[src/cpu_bitops_pkg.sv]
package cpu_bitops_pkg;

	// ----------------------------------------------------------------
	// operations handled by this unit
	// ----------------------------------------------------------------
	typedef enum logic [4:0] {
		nop_op,
		io_in_op,
		io_out_op,
		push_op,
		pop_op,
		ram_exchange_op,
		ram_load_or_op,
		ram_load_andnot_op,
		ram_load_xor_op,
		shift_left_op,
		shift_right_op,
		rotate_left_carry_op,
		rotate_right_carry_op,
		arith_right_op,
		nibble_swap_op,
		flag_set_op,
		flag_clear_op,
		io_bit_one_op,
		io_bit_zero_op,
		bit_to_tflag_op,
		tflag_to_bit_op,
		program_store_op,
		break_op,
		sleep_op,
		watchdog_kick_op
	} op_t;

	// ----------------------------------------------------------------
	// status flag positions, reset values, counts
	// ----------------------------------------------------------------
	localparam logic [2:0] FLAG_C = 3'h0;
	localparam logic [2:0] FLAG_Z = 3'h1;
	localparam logic [2:0] FLAG_N = 3'h2;
	localparam logic [2:0] FLAG_V = 3'h3;
	localparam logic [2:0] FLAG_S = 3'h4;
	localparam logic [2:0] FLAG_H = 3'h5;
	localparam logic [2:0] FLAG_T = 3'h6;
	localparam logic [2:0] FLAG_I = 3'h7;
	localparam logic [7:0] FLAGS_RESET = 8'h00;
	localparam logic [15:0] SP_RESET = 16'hffff;
	localparam logic [7:0] EXT_RESET = 8'h00;
	localparam logic [4:0] Z_LOW_IDX = 5'h1e;
	localparam logic [4:0] Z_HIGH_IDX = 5'h1f;
	localparam logic [15:0] PROG_STEP = 16'h0002;
	localparam int MEM_OP_CYCLES = 2;

	// ----------------------------------------------------------------
	// carriers
	// ----------------------------------------------------------------
	typedef struct packed {
		op_t op;
		logic [4:0] reg_idx;
		logic [2:0] bit_sel;
		logic [5:0] io_addr;
		logic extra_wait;
	} cmd_t;

	typedef struct packed {
		logic re;
		logic we;
		logic [15:0] addr;
		logic [7:0] wdata;
	} mem_req_t;

	typedef struct packed {
		logic we;
		logic [5:0] addr;
		logic [7:0] wdata;
	} io_req_t;

	typedef struct packed {
		logic we;
		logic [23:0] addr;
		logic [15:0] wdata;
	} prog_req_t;

endpackage

[src/cpu_bitops_unit.sv]
module cpu_bitops_unit (
	// clock and reset
	input wire logic clk_i,
	input wire logic rst_n_i,
	// instruction
	input wire logic cmd_valid_i,
	input wire cpu_bitops_pkg::cmd_t cmd_i,
	output logic ready_o,
	output logic done_o,
	// data memory
	output cpu_bitops_pkg::mem_req_t mem_req_o,
	input wire logic [7:0] mem_rdata_i,
	input wire logic mem_ack_i,
	input wire logic ext_ram_i,
	// io space
	output cpu_bitops_pkg::io_req_t io_req_o,
	input wire logic [7:0] io_rdata_i,
	// program memory
	output cpu_bitops_pkg::prog_req_t prog_req_o,
	// register file and pointer access
	input wire logic reg_wr_en_i,
	input wire logic [4:0] reg_wr_idx_i,
	input wire logic [7:0] reg_wr_data_i,
	input wire logic [4:0] reg_rd_idx_i,
	output logic [7:0] reg_rd_data_o,
	input wire logic ext_wr_en_i,
	input wire logic [7:0] ext_wr_data_i,
	// state and control pulses
	output logic [7:0] status_flags_o,
	output logic [15:0] stack_ptr_o,
	output logic break_o,
	output logic sleep_o,
	output logic watchdog_kick_o
);
	import cpu_bitops_pkg::*;

	typedef enum logic [2:0] {
		st_idle = 3'b001,
		st_wait = 3'b010,
		st_read = 3'b100
	} state_t;

	// ----------------------------------------------------------------
	// storage
	// ----------------------------------------------------------------
	logic [7:0] rf_reg [32];
	logic [7:0] status_flags_reg, status_flags_next;
	logic [15:0] sp_reg, sp_next;
	logic [7:0] pointer_extension_reg;
	state_t state_reg, state_next;
	cmd_t pend_reg, pend_next;
	logic [7:0] pend_val_reg, pend_val_next;
	logic ready_reg, ready_next;
	logic done_reg, done_next;
	mem_req_t mem_req_reg, mem_req_next;
	io_req_t io_req_reg, io_req_next;
	prog_req_t prog_req_reg, prog_req_next;
	logic [7:0] reg_rd_data_reg;
	logic brk_reg, brk_next, slp_reg, slp_next, wdk_reg, wdk_next;

	function automatic logic [8:0] shift_unit(input op_t op,
		input logic [7:0] v, input logic c);
		case (op)
			shift_left_op: return {v[7], v[6:0], 1'b0};
			rotate_left_carry_op: return {v[7], v[6:0], c};
			shift_right_op: return {v[0], 1'b0, v[7:1]};
			rotate_right_carry_op: return {v[0], c, v[7:1]};
			arith_right_op: return {v[0], v[7], v[7:1]};
			default: return {c, v};
		endcase
	endfunction

	// ----------------------------------------------------------------
	// decode
	// ----------------------------------------------------------------
	wire logic take = cmd_valid_i && (state_reg == st_idle);
	wire logic [7:0] rd_val = rf_reg[cmd_i.reg_idx];
	wire logic [15:0] z_ptr = {rf_reg[Z_HIGH_IDX], rf_reg[Z_LOW_IDX]};
	wire logic [15:0] z_plus = z_ptr + PROG_STEP;
	wire logic [7:0] bit_mask = 8'h01 << cmd_i.bit_sel;
	wire logic [8:0] sh = shift_unit(cmd_i.op, rd_val,
		status_flags_reg[FLAG_C]);
	wire logic sh_n = sh[7];
	wire logic sh_v = sh[7] ^ sh[8];
	wire logic left_op = (cmd_i.op == shift_left_op) ||
		(cmd_i.op == rotate_left_carry_op);
	// external ram holds the read until it answers
	wire logic mem_ok = mem_ack_i || !ext_ram_i;

	logic rf_we, z_we;
	logic [4:0] rf_widx;
	logic [7:0] rf_wdata;

	always_comb begin
		status_flags_next = status_flags_reg;
		sp_next = sp_reg;
		state_next = state_reg;
		pend_next = pend_reg;
		pend_val_next = pend_val_reg;
		ready_next = ready_reg;
		done_next = 1'b0;
		mem_req_next = '0;
		io_req_next = '0;
		prog_req_next = '0;
		brk_next = 1'b0;
		slp_next = 1'b0;
		wdk_next = 1'b0;
		rf_we = 1'b0;
		rf_widx = cmd_i.reg_idx;
		rf_wdata = rd_val;
		z_we = 1'b0;
		case (state_reg)
			st_idle: begin
				ready_next = 1'b1;
				if (cmd_valid_i) begin
					done_next = 1'b1;
					case (cmd_i.op)
						io_in_op: begin
							rf_we = 1'b1;
							rf_wdata = io_rdata_i;
						end
						io_out_op: begin
							io_req_next = '{1'b1, cmd_i.io_addr, rd_val};
						end
						push_op: begin
							mem_req_next = '{1'b0, 1'b1, sp_reg, rd_val};
							sp_next = sp_reg - 16'h0001;
						end
						pop_op, ram_exchange_op, ram_load_or_op,
						ram_load_andnot_op, ram_load_xor_op: begin
							done_next = 1'b0;
							ready_next = 1'b0;
							pend_next = cmd_i;
							pend_val_next = rd_val;
							state_next = cmd_i.extra_wait ? st_wait : st_read;
							if (cmd_i.op == pop_op) begin
								sp_next = sp_reg + 16'h0001;
								mem_req_next = '{1'b1, 1'b0, sp_reg + 16'h0001, 8'h00};
							end else begin
								mem_req_next = '{1'b1, 1'b0, z_ptr, 8'h00};
							end
						end
						shift_left_op, shift_right_op, rotate_left_carry_op,
						rotate_right_carry_op, arith_right_op: begin
							rf_we = 1'b1;
							rf_wdata = sh[7:0];
							status_flags_next[FLAG_C] = sh[8];
							status_flags_next[FLAG_Z] = (sh[7:0] == 8'h00);
							status_flags_next[FLAG_N] = sh_n;
							// shifts leave S alone
							status_flags_next[FLAG_V] = sh_v;
							if (left_op)
								status_flags_next[FLAG_H] = rd_val[3];
						end
						nibble_swap_op: begin
							rf_we = 1'b1;
							rf_wdata = {rd_val[3:0], rd_val[7:4]};
						end
						// one flag per op, chosen by bit_sel
						flag_set_op: begin
							status_flags_next = status_flags_reg | bit_mask;
						end
						flag_clear_op: begin
							status_flags_next = status_flags_reg & ~bit_mask;
						end
						io_bit_one_op: begin
							io_req_next = '{1'b1, cmd_i.io_addr, io_rdata_i | bit_mask};
						end
						io_bit_zero_op: begin
							io_req_next = '{1'b1, cmd_i.io_addr, io_rdata_i & ~bit_mask};
						end
						bit_to_tflag_op: begin
							status_flags_next[FLAG_T] = rd_val[cmd_i.bit_sel];
						end
						tflag_to_bit_op: begin
							rf_we = 1'b1;
							rf_wdata = status_flags_reg[FLAG_T] ?
								(rd_val | bit_mask) : (rd_val & ~bit_mask);
						end
						program_store_op: begin
							prog_req_next = '{1'b1, {pointer_extension_reg, z_ptr},
								{rf_reg[5'h01], rf_reg[5'h00]}};
							z_we = 1'b1;
						end
						break_op: brk_next = 1'b1;
						sleep_op: slp_next = 1'b1;
						watchdog_kick_op: wdk_next = 1'b1;
						default: begin
						end
					endcase
				end
			end
			st_wait: begin
				// the extra internal-sram cycle, request held
				mem_req_next = mem_req_reg;
				state_next = st_read;
			end
			st_read: begin
				mem_req_next = mem_req_reg;
				if (mem_ok) begin
					done_next = 1'b1;
					ready_next = 1'b1;
					state_next = st_idle;
					rf_we = 1'b1;
					rf_widx = pend_reg.reg_idx;
					rf_wdata = mem_rdata_i;
					mem_req_next.re = 1'b0;
					mem_req_next.we = (pend_reg.op != pop_op);
					case (pend_reg.op)
						ram_exchange_op: mem_req_next.wdata = pend_val_reg;
						ram_load_or_op:
							mem_req_next.wdata = pend_val_reg | mem_rdata_i;
						ram_load_andnot_op:
							mem_req_next.wdata = mem_rdata_i & ~pend_val_reg;
						ram_load_xor_op:
							mem_req_next.wdata = pend_val_reg ^ mem_rdata_i;
						default: mem_req_next.wdata = 8'h00;
					endcase
				end
			end
			default: begin
				state_next = st_idle;
				ready_next = 1'b1;
			end
		endcase
	end

	// ----------------------------------------------------------------
	// registers
	// ----------------------------------------------------------------
	// instruction results win over the side write port
	always_ff @(posedge clk_i) begin
		if (!rst_n_i) begin
			for (int i = 0; i < 32; i++)
				rf_reg[i] <= 8'h00;
		end else begin
			if (reg_wr_en_i)
				rf_reg[reg_wr_idx_i] <= reg_wr_data_i;
			if (z_we) begin
				rf_reg[Z_LOW_IDX] <= z_plus[7:0];
				rf_reg[Z_HIGH_IDX] <= z_plus[15:8];
			end
			if (rf_we)
				rf_reg[rf_widx] <= rf_wdata;
		end
	end

	always_ff @(posedge clk_i) begin
		if (!rst_n_i) begin
			status_flags_reg <= FLAGS_RESET;
			sp_reg <= SP_RESET;
			pointer_extension_reg <= EXT_RESET;
			state_reg <= st_idle;
			pend_reg <= '0;
			pend_val_reg <= 8'h00;
			ready_reg <= 1'b0;
			done_reg <= 1'b0;
			mem_req_reg <= '0;
			io_req_reg <= '0;
			prog_req_reg <= '0;
			reg_rd_data_reg <= 8'h00;
			brk_reg <= 1'b0;
			slp_reg <= 1'b0;
			wdk_reg <= 1'b0;
		end else begin
			status_flags_reg <= status_flags_next;
			sp_reg <= sp_next;
			if (ext_wr_en_i)
				pointer_extension_reg <= ext_wr_data_i;
			state_reg <= state_next;
			pend_reg <= pend_next;
			pend_val_reg <= pend_val_next;
			ready_reg <= ready_next;
			done_reg <= done_next;
			mem_req_reg <= mem_req_next;
			io_req_reg <= io_req_next;
			prog_req_reg <= prog_req_next;
			reg_rd_data_reg <= rf_reg[reg_rd_idx_i];
			brk_reg <= brk_next;
			slp_reg <= slp_next;
			wdk_reg <= wdk_next;
		end
	end

	assign ready_o = ready_reg;
	assign done_o = done_reg;
	assign mem_req_o = mem_req_reg;
	assign io_req_o = io_req_reg;
	assign prog_req_o = prog_req_reg;
	assign reg_rd_data_o = reg_rd_data_reg;
	assign status_flags_o = status_flags_reg;
	assign stack_ptr_o = sp_reg;
	assign break_o = brk_reg;
	assign sleep_o = slp_reg;
	assign watchdog_kick_o = wdk_reg;
endmodule

[config.mk]
export PLATFORM = sky130hd
export DESIGN_NAME = cpu_bitops_unit
export DESIGN_NICKNAME = d
export VERILOG_FILES = /design/src/cpu_bitops_pkg.sv /design/src/cpu_bitops_unit.sv
export SDC_FILE = /design/constraint.sdc
export NUM_CORES = 1
export LEC_CHECK = 0
export BUFFER_PORTS_ARGS = -buffer_cell sky130_fd_sc_hd__clkbuf_2
export CORE_MARGIN = 2
export CORE_UTILIZATION = 45
export CTS_BUF_LIST = sky130_fd_sc_hd__clkbuf_4 sky130_fd_sc_hd__clkbuf_8 sky130_fd_sc_hd__clkbuf_16
export DETAILED_ROUTE_END_ITERATION = 6
export PLACE_DENSITY = 0.6
export SLEW_MARGIN = 20
export SYNTH_ARGS = -nofsm -noshare
export SYNTH_HDL_FRONTEND = slang
export SYNTH_SLANG_ARGS = --single-unit
export TNS_END_PERCENT = 20
[constraint.sdc]
create_clock -name clk_i -period 5.95 [get_ports clk_i]
set_clock_uncertainty 0.1 [all_clocks]
set_input_delay 0.8925 -clock clk_i [delete_from_list [all_inputs] [get_ports clk_i]]
set_output_delay 0.8925 -clock clk_i [all_outputs]
set_load 0.005 [all_outputs]
# After elaboration in Yosys (flattened, before gate mapping)
# Memory sizes are Yosys's and may differ from the RTL's. A register that Yosys moved wholly into a read port is not among the register bits.
# Cells that the tools add are included.
[word_totals]
ff_bits = 140
latchBits = 0
mem_bits_rw = 256
mem_bits_ro = 0
in_bits = 69
output_inout_bits = 119
memories = 1
[classes]
add_sub_neg = 3
n_mul = 0
n_div = 0
order_cmp = 1
n_eq_ne = 39
shifts = 1
n_mux = 66
n_bitwise = 22
reduce_logical = 25
[mem_list]
columns = ["name", "depth", "width", "rd", "rd_ports_with_merged_regs", "wr", "line", "source"]
rows = [
  ["rf_reg", 32, 8, 6, 1, 32, "cpu_bitops_unit.sv:46", "logic [7:0] rf_reg [32];"],
]
[ops]
columns = ["op", "count"]
rows = [
  ["26-bit one-hot mux with 3 select lines", 1],
  ["8-bit 2-to-1 mux", 8],
  ["8-bit one-hot mux with 4 select lines", 2],
  ["5-bit equality test, second input constant", 11],
  ["26-bit one-hot mux with 2 select lines", 1],
  ["5-bit by 4-bit equality test with 1-bit output, second input constant", 9],
  ["15-bit one-hot mux with 3 select lines", 1],
  ["9-bit one-hot mux with 5 select lines", 1],
  ["41-bit 2-to-1 mux", 1],
  ["5-bit by 3-bit equality test with 1-bit output, second input constant", 7],
  ["8-bit bitwise AND", 4],
  ["8-bit bitwise OR", 4],
  ["16-bit one-hot mux with 2 select lines", 1],
  ["1-bit 2-to-1 mux", 27],
  ["26-bit 2-to-1 mux", 1],
  ["24-bit 2-to-1 mux", 1],
  ["8-bit OR reduction", 3],
  ["5-bit 2-to-1 mux", 4],
  ["3-bit AND reduction", 6],
  ["16-bit by 1-bit adder with 16-bit output, second input constant", 1],
  ["16-bit by 2-bit adder with 16-bit output, second input constant", 1],
  ["16-bit 2-to-1 mux", 1],
  ["8-bit NOT", 2],
  ["8-bit one-hot mux with 2 select lines", 1],
  ["other kinds (31)", 58],
]

# Logic depth before layout (Yosys ltp)
# Gate-level depths: netlist (run 1).
[logic_depth]
depth_word = 13
mapped_depth = 15
ltp_nobuf = 9

# Least setup slack after synthesis (run 1)
# OpenSTA, ideal clock, no wires.
[synth_timing]
path_kind = "input-to-reg"
startpoint = "input cmd_i[11] (netlist name)"
endpoint = "memory rf_reg[24][7], data pin"
t_arrival_ns = 3.369
required_time_ns = 5.582
setup_slack_ns = 2.213
path_stages = 10
n_path_buf = 3
cell_sequence = "buf_6 buf_8 mux4_1 mux4_2 mux2_4 a211oi_4 nor2_2 o31ai_4 buf_6 o21ai_0"
[synth_lines]
columns = ["item", "line", "source"]
rows = [
  ["from (decl)", "cpu_bitops_unit.sv:7", "input wire cpu_bitops_pkg::cmd_t cmd_i,"],
  ["to (decl)", "cpu_bitops_unit.sv:46", ""],
]

==> flow_summary.json, run 1 <==
{
  "start_util": 0.455,
  "relSlewSlack": 0.246,
  "grt_max_degree": 66,
  "num_vias": 20100,
  "die-area_um2": 53600,
  "fin_nets": 2510,
  "finalCriticalPeriod_ps": 4370,
  "syn_area_per_cell_um2": 10.0,
  "hold_buffers": 0,
  "ys_types": 78,
  "synth_top_flop_cell": "edfxtp_1",
  "syn_area_um2": 23300,
  "grt_use_total": 0.302,
  "ys_async_sr_fraction": 0,
  "grt_pass1_wl_mm": 122,
  "cp_slowest_stage_delay_ps": 680,
  "clockBufferDepth": 3,
  "status": "finished clean",
  "firstDrtPassIters": 6,
  "cts_sinks": 404,
  "vias_per_cell": 6.42,
  "first_global_vias": 19000,
  "hold_viol": 0,
  "required_ps": 6150,
  "hpwl_mm": 59.3,
  "arrival_ps": 4560,
  "power_mw": 6.76,
  "io_buffers": 187,
  "area.growth.synth_to_final_pct": 12.6,
  "drive_above_1_share": 0.188,
  "cts_setup_buffers": 0,
  "crit_top_cell": "o21ai_0",
  "wire_per_inst_um": 26.2,
  "ir_drop_mv": 0.202,
  "cts_tree": "done",
  "rsz0062_at_grt": "no",
  "slew_violations": 0,
  "synthesis.nets": 2409,
  "place_congestion": 1.03,
  "path_class": "input pin to flip-flop",
  "netlist_top_cells_count": "300 x o21ai_0, 285 x nand2_1, 256 x edfxtp_1",
  "post-route-drc-count": 0,
  "worst_pin_slew_ps": 1120,
  "finalSetupTns_ps": 0,
  "hp-class": "flip-flop to flip-flop",
  "finalSetupViolCount": 0,
  "yosysWarningCount": 0,
  "drt_iter0_drc": 2582,
  "clk_pin_slew_ps": 60,
  "core_area_um2": 51200,
  "synth-edff-count": 256,
  "p_leak_nw": 9.59,
  "crit_slowest_cell": "and3_2",
  "period_share": 0.734,
  "wl_mm": 82.1,
  "drv_cap": 0,
  "start_kind": "input pin",
  "fp.dieH_um": 232,
  "pwr_density_cell_nw_per_um2": 258,
  "yosys-top-cells-area": "edfxtp_1 33%, dfxtp_1 13%, mux4_2 9.8%",
  "crit_chain": "clkbuf_2, buf_12, nor2b_1, buf_4, a22oi_1, nand2_1, o22ai_1, nor2_1, buf_4, o21ai_0, o21ai_0, and3_2, o21ai_0",
  "yosys.area.top_type": "edfxtp_1",
  "cts_resized": 0,
  "max_clock_freq_mhz": 229,
  "critPathCaptureType": "flip-flop",
  "die_x_um": 232,
  "path_max_fanout": 32,
  "ys_seq_area_frac": 0.457,
  "syn-instance-count": 2321,
  "rows": 83,
  "synth.most_common_cell": "o21ai_0",
  "synth_top_area_frac": 0.330,
  "htreeDepth": 2,
  "gr-total-overflow": 0,
  "antenna_found_initial": 4,
  "cts_root_buf": "clkbuf_16",
  "cts_buffers": 45,
  "clock_latency_ps": 610,
  "antenna_left": 0,
  "largest_register_ffs": 256,
  "yosys_register_bits": 404,
  "io_pins": 188
}
## final timing paths
check / start / slack, ps / to / cells after the start
setup / recovery: cmd_i[11] / 1580 / rf_reg[20][6] / 13
hold / removal: pointer_extension_reg[1] / 350 / prog_req_o[33] / 1
setup reg to reg: state_reg[0] / 1860 / rf_reg[2][0] / 9
hold reg to reg: pointer_extension_reg[1] / 350 / prog_req_o[33] / 1
## cell type report
class | count | area (um2)
Fill cell | 4652 | 25000
Multi-Input combinational cell | 1689 | 11700
Sequential cell | 404 | 10700
Timing Repair Buffer | 251 | 1480
Clock buffer | 57 | 1220
Tap cell | 680 | 851
Clock inverter | 22 | 165
Inverter | 31 | 116
Antenna cell | 2 | 5.00
## cell families after synthesis
logic type                 Yosys count  share of synthesized area
AOI/OAI and AO/OA                  613                      0.161
xor gates and xnor gates            32                     0.0120
adders and majority gates           19                     0.0102
buffers and inverters              228                     0.0410
DFF                                404                      0.457
muxes                              222                      0.153
and+or+nand+nor                    803                      0.166
## routing by layer
| layer | GRT usage | vias to the layer above | part of all wire | wire, um |
|---|---|---|---|---|
| met1 | 0.421 | 9897 | 0.41 | 33700 |
| met3 | 0.0556 | 179 | 0.099 | 8140 |
| met4 | 0.131 | 0 | 0.045 | 3670 |
| met2 | 0.459 | 1122 | 0.45 | 36600 |
| li1 | - | 8940 | - | - |
| met5 | 0 | - | 0 | 0 |
## where the power goes
group,switching [mW],internal (mW)
registers,0.0791,3.06
clock network,1.19,1.49
logic,0.618,0.314
## critical path: cells and delay by family
kind,cells,cell delay (ps)
buf+inv,4,1220
simple gates,4,1620
compound gates,5,760
## cell usage in the layout, fill, tap and decap left out, types with 16 or more instances in the layout
| cell | netlist | layout |
|---|---|---|
| ha_1 | 19 | 19 |
| a22o_1 | 21 | 21 |
| a22oi_1 | 45 | 45 |
| nand3b_1 | 25 | 25 |
| edfxtp_1 | 256 | 256 |
| dfxtp_1 | 148 | 148 |
| or3_1 | 17 | 17 |
| o21ai_0 | 300 | 300 |
| nor3_1 | 19 | 18 |
| o211ai_1 | 21 | 21 |
| nand2_1 | 285 | 285 |
| buf_4 | 5 | 62 |
| a21oi_1 | 64 | 63 |
| inv_1 | 28 | 28 |
| mux2i_1 | 114 | 114 |
| a31oi_1 | 20 | 20 |
| clkbuf_2 | 6 | 184 |
| nor2b_1 | 30 | 30 |
| xnor2_1 | 21 | 21 |
| nand2b_1 | 16 | 16 |
| o22ai_1 | 34 | 34 |
| a21boi_0 | 20 | 20 |
| mux4_2 | 101 | 101 |
| nand3_1 | 195 | 195 |
| nor2_1 | 103 | 101 |
| a221oi_1 | 16 | 16 |
| and2_1 | 57 | 57 |
| clkbuf_16 | 0 | 45 |
## stage by stage
| step | hold WS (ps) | std cells | setup WS (ps) | util | area (um2) |
|---|---|---|---|---|---|
| 6_report | 353 | 3136 | 1580 | 0.512 | 26200 |
| 5_1_grt | 374 | 3135 | 1380 | 0.512 | 26200 |
| 4_1_cts | 355 | 3134 | 1670 | 0.512 | 26200 |
| 3_5_place_dp | 339 | 3055 | 1050 | 0.485 | 24800 |
| 3_3_place_gp | 332 | 3055 | 1140 | 0.485 | 24800 |
| 2_1_floorplan | 329 | 2321 | 2210 | - | 23300 |
(Power assumes the default switching activity.)
==> run 2: changes to the inputs <==
--- a/config.mk
+++ b/config.mk
@@ -10,7 +10,7 @@
 export CORE_UTILIZATION = 45
 export CTS_BUF_LIST = sky130_fd_sc_hd__clkbuf_4 sky130_fd_sc_hd__clkbuf_8 sky130_fd_sc_hd__clkbuf_16
 export DETAILED_ROUTE_END_ITERATION = 6
-export PLACE_DENSITY = 0.6
+export PLACE_DENSITY = 0.62
 export SLEW_MARGIN = 20
 export SYNTH_ARGS = -nofsm -noshare
 export SYNTH_HDL_FRONTEND = slang
==> constraint.sdc (replaced) <==
create_clock -name clk_i -period 3.65 [get_ports clk_i]
set_clock_uncertainty 0.1 [all_clocks]
set_input_delay 0.5475 -clock clk_i [delete_from_list [all_inputs] [get_ports clk_i]]
set_output_delay 0.5475 -clock clk_i [all_outputs]
set_load 0.005 [all_outputs]
==> flow_summary.json, run 2 (synthesis gave the netlist of run 1 again) <==
{
  "cts_tree": "done",
  "die_x_um": 232,
  "arrival_ps": 3590,
  "whs_ps": 59.0,
  "gr-total-overflow": 0,
  "wire_per_inst_um": 26.8,
  "largest_register_ffs": 256,
  "rsz0062_at_grt": "no",
  "firstDrtPassIters": 7,
  "place_congestion": 0.978,
  "clock_latency_ps": 600,
  "final_common_cell": "o21ai_0",
  "whs_path_depth": 2,
  "hold_viol": 0,
  "final_cell_mix": "300 x o21ai_0, 285 x nand2_1, 256 x edfxtp_1",
  "pwr_density_cell_nw_per_um2": 415,
  "critPathCaptureType": "flip-flop",
  "grtUsageMet3": 0.0592,
  "finalSetupViolCount": 0,
  "p_leak_nw": 10.4,
  "ir_drop_mv": 0.352,
  "grt_pass1_wl_mm": 128,
  "start_kind": "flip-flop",
  "path_max_fanout": 13,
  "relSlewSlack": 0.239,
  "cts_sinks": 404,
  "first_global_vias": 19500,
  "wl_mm": 87.5,
  "num_vias": 20800,
  "vias_per_cell": 6.37,
  "post-route-drc-count": 6,
  "cts_root_buf": "clkbuf_16",
  "die-area_um2": 53600,
  "grt_max_degree": 103,
  "htreeDepth": 2,
  "place_area_um2": 26100,
  "io_pins": 188,
  "period_share": 0.952,
  "max_clock_freq_mhz": 288,
  "antenna_left": 0,
  "io_buffers": 187,
  "status": "finished, violations left",
  "grt_use_total": 0.321,
  "cts_buffers": 46,
  "hp-class": "input pin to flip-flop",
  "nFillCells": 4470,
  "drive_above_1_share": 0.231,
  "clk_pin_slew_ps": 60,
  "hpwl_mm": 64.1,
  "area.growth.synth_to_final_pct": 18.5,
  "core_area_um2": 51200,
  "cts_setup_buffers": 0,
  "fin_nets": 2643,
  "fp.dieH_um": 232,
  "slew_violations": 0,
  "finalCriticalPeriod_ps": 3470,
  "drt_iter0_drc": 2574,
  "start_util": 0.455,
  "finalSetupTns_ps": 0,
  "finish.instance_area_um2": 27600,
  "violations": "DRC",
  "grt_busiest_layer": "met2",
  "drv_cap": 0,
  "antenna_found_initial": 2,
  "rr_worst_depth": 8,
  "path_class": "flip-flop to flip-flop",
  "cts_resized": 0,
  "clockBufferDepth": 3,
  "hold_buffers": 0,
  "rows": 83,
  "required_ps": 3770,
  "worst_pin_slew_ps": 1130,
  "use_met2": 0.503,
  "grt_use_met1": 0.446
}
## run 2: cell count changes in the layout (fill, tap and decap cells not counted), sizes merged
cell	change
buf	+132
bufinv	-1
clkbuf	+4
clkinv	+2
clkinvlp	-1
diode	-1
inv	+1
## run 2: cell type report
type,instances,area [um2],share of cell area
Clock inverter,23,136,0.00494
Inverter,31,116,0.00422
Antenna cell,1,2.50,0.0000907
Sequential cell,404,10700,0.386
Multi-Input combinational cell,1689,11700,0.425
Timing Repair Buffer,383,2760,0.0999
Tap cell,680,851,0.0308
Clock buffer,61,1350,0.0488
## run 2: through the flow
step | power [mW] | util | instances | worst slack (ps)
global placement | 6.91 | 0.510 | 3187 | -84.0
finish | 11.5 | 0.539 | 3272 | 176
CTS | 11.5 | 0.539 | 3271 | 302
global route | 11.8 | 0.539 | 3272 | 104
floorplan | 6.09 | - | 2321 | 258
detailed placement | 6.93 | 0.510 | 3187 | -87.9
## run 2: path summary, 6_finish.rpt
kind	from	to	slack [ps]
max	state_reg[1]	rf_reg[18][5]	180
min	cmd_i[3]	io_req_o[10]	60
max reg2reg	state_reg[1]	rf_reg[18][5]	180
min reg2reg	pointer_extension_reg[7]	prog_req_o[39]	350
## run 2: worst max-delay path, cell delays in order, from the launching register on
cell and delay (ps):
dfxtp_1 350, nand2b_1 200, nand2b_1 190, nor2_2 250, buf_4 240, mux2i_1 150, nor2_1 660, nand2_1 400
o211ai_1 540
## run 2: power breakdown
part / switching [mW] / internal [mW]
registers: 0.123 / 5.00
logic: 1.09 / 0.672
clock network: 1.97 / 2.60
total: 3.19 / 8.27
## run 2: layer usage
metal  routed length, um  vias to the layer above  part of all wire
li1                    -                     9212                 -
met1               35700                    10100              0.41
met2               39700                     1292              0.45
met3                8940                      192              0.10
met4                3240                        0             0.037
met5                   0                        -                 0
